**config.mk**
```make
export PLATFORM = sky130hd
export DESIGN_NAME = tbr_test_byte
export DESIGN_NICKNAME = d
export VERILOG_FILES = /design/src/tbr_pkg.sv /design/src/tbr_decode.sv /design/src/tbr_test_byte.sv
export SDC_FILE = /design/constraint.sdc
export NUM_CORES = 1
export LEC_CHECK = 0
export BUFFER_PORTS_ARGS = -buffer_cell sky130_fd_sc_hd__buf_2
export CAP_MARGIN = 5
export CORE_ASPECT_RATIO = 1.1
export CORE_MARGIN = 1
export CORE_UTILIZATION = 43
export CTS_CLUSTER_SIZE = 16
export DETAILED_ROUTE_END_ITERATION = 7
export PLACE_DENSITY = 0.72
export SETUP_SLACK_MARGIN = 0.05
export SYNTH_ARGS = -nofsm -noshare
export SYNTH_HDL_FRONTEND = slang
export SYNTH_SLANG_ARGS = --single-unit
```
**constraint.sdc**
```tcl
create_clock -name core_clk -period 0.8 [get_ports core_clk]
set_input_delay 0.16 -clock core_clk [delete_from_list [all_inputs] [get_ports core_clk]]
set_output_delay 0.16 -clock core_clk [all_outputs]
set_load 0.1 [all_outputs]
```
**src/tbr_pkg.sv**
```systemverilog
// Package: offsets, reset values and carrier types for the test byte block
//
// Function
// - An 8-bit read/write test byte lives at offset 16h and resets to 00h.
// - Base offset takes plain reads and whole-byte writes, aliases set/clear.
// - No access at any of the three offsets affects transceiver behaviour.
// - Offset 17h has no storage of its own and reads the test byte value.
// - A write to 17h sets each bit written as one, others stay unchanged.
// - Offset 18h has no storage of its own and reads the test byte value.
// - A write to 18h clears each bit written as one, others stay unchanged.
package tbr_pkg;

  localparam int          TBR_ADDR_W     = 6;
  localparam int          TBR_DATA_W     = 8;
  localparam logic [5:0]  TBR_OFS_BASE   = 6'h16;
  localparam logic [5:0]  TBR_OFS_SET    = 6'h17;
  localparam logic [5:0]  TBR_OFS_CLR    = 6'h18;
  localparam logic [7:0]  TBR_RESET_VAL  = 8'h00;
  localparam logic [7:0]  TBR_UNMAPPED   = 8'h00;

  // Register access request from the link interface decoder
  typedef struct packed {
    logic       wr_en;
    logic       rd_en;
    logic [5:0] addr;
    logic [7:0] wdata;
  } tbr_req_t;

  // Read answer back to the link interface
  typedef struct packed {
    logic       rd_valid;
    logic       hit;
    logic [7:0] rdata;
  } tbr_rsp_t;

  typedef enum logic [1:0] {
    TBR_OP_NONE,
    TBR_OP_WRITE,
    TBR_OP_SET,
    TBR_OP_CLEAR
  } tbr_op_t;

endpackage

```
**src/tbr_decode.sv**
```systemverilog
// Address decode of one register access into a test byte operation
`timescale 1ns/10ps
module tbr_decode
  import tbr_pkg::*;
(
  input  wire tbr_req_t req,
  output tbr_op_t       op,
  output logic          hit
);

  // Three offsets map to one storage element
  always_comb begin
    op  = TBR_OP_NONE;
    hit = 1'h1;
    case (req.addr)
      TBR_OFS_BASE: begin
        if (req.wr_en) op = TBR_OP_WRITE;
      end
      TBR_OFS_SET: begin
        if (req.wr_en) op = TBR_OP_SET;
      end
      TBR_OFS_CLR: begin
        if (req.wr_en) op = TBR_OP_CLEAR;
      end
      default: begin
        hit = 1'h0;
      end
    endcase
  end

endmodule

```
**src/tbr_test_byte.sv**
```systemverilog
// Test byte register with set and clear aliases
`timescale 1ns/10ps
module tbr_test_byte
  import tbr_pkg::*;
(
  input  wire logic     core_clk,
  input  wire logic     rstn,
  input  wire tbr_req_t req,
  output tbr_rsp_t      rsp
);

  //////////////////////////////////////////////////////////////////////////
  // Local signals

  // Request fields used here; same clock as the link side
  logic             req_wr;
  logic             req_rd;
  logic [7:0]       req_wdata;

  // Decoded operation and address match
  tbr_op_t          op;
  logic             hit;

  // One-hot view of the decoded operation
  logic             op_write;
  logic             op_set;
  logic             op_clear;

  // The test byte itself, the only storage behind the three offsets
  logic [7:0]       byte_q;
  logic [7:0]       byte_d;

  // Read answer registers and the read data next value
  logic             rd_valid_q;
  logic             hit_q;
  logic [7:0]       rdata_q;
  logic [7:0]       rdata_d;

  //////////////////////////////////////////////////////////////////////////
  // Request views

  // No synchroniser: requests come from logic on core_clk
  assign req_wr    = req.wr_en;
  assign req_rd    = req.rd_en;
  assign req_wdata = req.wdata;

  //////////////////////////////////////////////////////////////////////////
  // Decode

  // Three offsets, one storage element
  tbr_decode u_decode (
    .req (req),
    .op  (op),
    .hit (hit)
  );

  // Operation flags; at most one is high in any cycle
  always_comb begin
    op_write = 1'h0;
    op_set   = 1'h0;
    op_clear = 1'h0;
    case (op)
      TBR_OP_WRITE: begin
        op_write = 1'h1;
      end
      TBR_OP_SET: begin
        op_set = 1'h1;
      end
      TBR_OP_CLEAR: begin
        op_clear = 1'h1;
      end
      default: begin
        op_write = 1'h0;
      end
    endcase
  end

  //////////////////////////////////////////////////////////////////////////
  // Next value, bit by bit; aliases act on the stored byte itself

  // Zero bits of a set or clear leave their stored bit alone
  for (genvar i = 0; i < TBR_DATA_W; i++) begin : g_bit
    always_comb begin
      if (op_write) begin
        byte_d[i] = req_wdata[i];
      end else if (op_set && req_wdata[i]) begin
        byte_d[i] = 1'h1;
      end else if (op_clear && req_wdata[i]) begin
        byte_d[i] = 1'h0;
      end else begin
        byte_d[i] = byte_q[i];
      end
    end
  end

  //////////////////////////////////////////////////////////////////////////
  // Storage

  // Not wired to any transceiver function, so no side effects
  always_ff @(posedge core_clk or negedge rstn) begin
    if (!rstn) begin
      byte_q <= TBR_RESET_VAL;
    end else begin
      byte_q <= byte_d;
    end
  end

  //////////////////////////////////////////////////////////////////////////
  // Read answer

  // Old byte wins over a same-cycle write; unmapped reads give zero
  always_comb begin
    rdata_d = TBR_UNMAPPED;
    if (req_rd && hit) begin
      rdata_d = byte_q;
    end
  end

  // Read strobe, answered one cycle later
  always_ff @(posedge core_clk or negedge rstn) begin
    if (!rstn) begin
      rd_valid_q <= 1'h0;
    end else begin
      rd_valid_q <= req_rd;
    end
  end

  // Address match flag, tracks every cycle
  always_ff @(posedge core_clk or negedge rstn) begin
    if (!rstn) begin
      hit_q <= 1'h0;
    end else begin
      hit_q <= hit;
    end
  end

  // Read data register
  always_ff @(posedge core_clk or negedge rstn) begin
    if (!rstn) begin
      rdata_q <= TBR_UNMAPPED;
    end else begin
      rdata_q <= rdata_d;
    end
  end

  // Answer carrier, straight from flip-flops
  assign rsp = '{rd_valid: rd_valid_q, hit: hit_q, rdata: rdata_q};

endmodule

```
==> run metrics <==
final total power=between 0.002 and 0.0025 W; routed vias/inst=5.62; average wire length per cell after detail routing=about 15 um; Final nets=around 140; slowest stage cell, crit path=sky130_fd_sc_hd__or4b_4; Core Area=0.00182 mm2; status=complete, but fails checks; full die area=around 0.0022 mm2; Data required, critical path=between 900 and 1000 ps; Register-to-Register Path Depth=2; wire length of the first global-routing pass=~3700 um; count of mapped cells out of synthesis=83; Post-Syn Area per Cell=slightly above 10 um2; maximum number of pins on one net before global-route repair=19; number of buffers added by the clock tree synthesis step=3; Syn-to-layout area delta=65.2%; DRC Markers=0; Post-Syn Nets=between 100 and 150; number of antenna violations at the first check in global routing=0; Site Rows=16; CP Depth=6; startpoint-to-endpoint class of the critical path=input pin to flop; Hold WC Path Type=input pin to flop; warning count from the yosys run=0; cell accounting for the most synthesized area=sky130_fd_sc_hd__dfrtp_1; Placer Congestion=0.773; violated checks=setup timing; Iter 0 DRT Violations=12; count of buffer and inverter cells on the critical path=3; number of max-slew violations in the final report=0; root buffer cell=sky130_fd_sc_hd__clkbuf_4; fraction of the yosys area taken by sequential cells=0.531; crit-path max cell delay=between 500 and 600 ps; clock net sink count=18; Rel. slew slack=0.737; maximum ir drop on the vdd rail=about 1100 uV; final worst hold slack=between 150 and 200 ps; delay-heaviest family, CP=simple AND/OR/NAND/NOR gates; share of final-layout standard cells stronger than drive strength 1=0.545; slack of the worst reg-to-reg path=-20 ps; arrival time reported for the critical path endpoint=approximately 1400 ps; largest cells by area after synthesis=sky130_fd_sc_hd__dfrtp_1 (53%), sky130_fd_sc_hd__o221ai_1 (8.3%), sky130_fd_sc_hd__nand2_1 (7.1%); Die Y-Extent=~49 um; clk buf depth=2; maximum clock rate=817 MHz; DP Wirelength=roughly 1500 um; minimum clock period=between 1000 and 1500 ps; Initial Util=0.466; PwrDens=between 1500 and 2000 mW/mm2; vias in the first global route=814; share of the clock period used by the worst path after layout=1.53; Crit Path Max Fanout=8; utilization after layout=0.769; Leakage Power=slightly below 0.6 nW; GRT Residual Overflow=0; library cell appearing most often on the critical path=sky130_fd_sc_hd__buf_4; Setup TNS Final=-8690 ps; first drt pass iteration count=4; clock insertion delay at the later pin of the skew report=~290 ps; register bit total from synthesis=18; total standard cell area after synthesis=between 800 and 900 um2; number of stages on the worst hold path=3; H-tree levels=1; max-cap violations=0; die boundary width=approximately 44 um; routed wire length=2260 um; count of endpoints failing hold in the final timing report=0; GR Util All Layers=0.230; count of boundary I/O pins=28; worst clock skew=about 9.6 ps; number of routed nets with antenna violations=0; TritonCTS clock tree=built; DR vias=843; Clock transition at path regs=110 ps; crit path setup slack, layout=-425 ps; final setup violation count=27; I/O Buffers=27; distinct cell type count after synthesis=18; endpoint class of the critical path=flop; RSZ-0062 raised after global routing=true; Antenna Diode Count=0; critical-path cell list=buf_6 -> or4b_4 -> buf_4 -> nor2_4 -> buf_4 -> o221ai_2; top-area cell type share of the netlist area=0.531; actual slew at the worst max-slew pin=slightly below 400 ps; Worst setup SP type=input pin
tightest hold or removal path, cell delays in order:
cell and delay [ps]:
sky130_fd_sc_hd__buf_2 120, sky130_fd_sc_hd__nand2_1 70, sky130_fd_sc_hd__o221ai_2 90
what timing repair did:
action	4_1_cts	5_1_grt
setup buffers	3	0
resized for setup	14	4
hold endpoints to repair	19	0
setup endpoints to repair	27	27
hold buffers	2	0
pin swaps	15	3
cell type report:
class,instances,area (um2)
flip-flops and latches,18,480
repair buffers,43,423
multi-input cells,56,420
fillers,119,420
clock buffers,4,36.3
well taps,27,33.8
inverters,2,7.51
report_power, final:
part | switching, W | internal, W
logic | 0.000266 | 0.000228
registers | 0.0000707 | 0.000996
clock network | 0.000277 | 0.000277
total | 0.000614 | 0.00150
sequential cells by signal, indices dropped and copies added (netlist names):
register / flops
byte_q: 8
rdata_q: 8
hit_q: 1
rd_valid_q: 1
Yosys cell counts (all sizes together):
cell type,n
a211o,1
a211oi,1
a21oi,1
and2,8
buf,3
clkbuf,4
dfrtp,18
inv,2
nand2,16
nand2b,1
nand3b,1
nand4bb,1
nor2,1
o211ai,8
o21ai,8
o221ai,8
or4b,1
final timing paths:
kind	from	endpoint
min in group asynchronous	rstn	rdata_q[6]
max in group asynchronous	rstn	rdata_q[0]
worst max-delay path	req[10]	byte_q[5]
worst max register to register	byte_q[2]	byte_q[2]
worst min register to register	byte_q[4]	rdata_q[4]
worst min-delay path	req[7]	byte_q[7]
logic make-up after synthesis:
group	Yosys count	share of synthesized area
simple gates	29	0.189
compound gates	27	0.232
flops	18	0.531
buf+inv	9	0.0487
per-stage QoR:
step / instance area, um2 / setup slack (ps) / std cells
finish: 1400 / -425 / 150
detailed placement: 1250 / -761 / 141
global placement: 1250 / -708 / 141
CTS: 1400 / -413 / 150
floorplan: 882 / -515 / 83
global route: 1400 / -437 / 150
cells in the final DEF (no fill, tap or decap):
| cell type | count |
|---|---|
| sky130_fd_sc_hd__nor2_4 | 1 |
| sky130_fd_sc_hd__o21ai_1 | 4 |
| sky130_fd_sc_hd__buf_6 | 2 |
| sky130_fd_sc_hd__buf_4 | 14 |
| sky130_fd_sc_hd__a211o_4 | 1 |
| sky130_fd_sc_hd__and2_4 | 2 |
| sky130_fd_sc_hd__nand2_1 | 16 |
| sky130_fd_sc_hd__o21ai_0 | 4 |
| sky130_fd_sc_hd__o211ai_1 | 8 |
| sky130_fd_sc_hd__dfrtp_4 | 8 |
| sky130_fd_sc_hd__clkbuf_4 | 3 |
| sky130_fd_sc_hd__nand3b_1 | 1 |
| sky130_fd_sc_hd__a211oi_2 | 1 |
| sky130_fd_sc_hd__buf_2 | 15 |
| sky130_fd_sc_hd__inv_1 | 2 |
| sky130_fd_sc_hd__clkbuf_8 | 1 |
| sky130_fd_sc_hd__and2_1 | 6 |
| sky130_fd_sc_hd__dlygate4sd3_1 | 2 |
| sky130_fd_sc_hd__buf_12 | 10 |
| sky130_fd_sc_hd__dfrtp_1 | 10 |
| sky130_fd_sc_hd__or4b_4 | 1 |
| sky130_fd_sc_hd__nand2b_1 | 1 |
| sky130_fd_sc_hd__o221ai_2 | 8 |
| sky130_fd_sc_hd__a21oi_1 | 1 |
| sky130_fd_sc_hd__nand4bb_1 | 1 |
metal layers:
metal / up-vias / part of all wire / wire length (um) / track usage
li1: 382 / - / - / -
met1: 415 / 0.38 / 864 / 0.280
met2: 39 / 0.55 / 1230 / 0.404
met3: 7 / 0.048 / 109 / 0.0336
met4: 0 / 0.021 / 48 / 0.0758
met5: - / 0 / 0 / 0
Note: power is estimated with default switching activity, not from simulation.
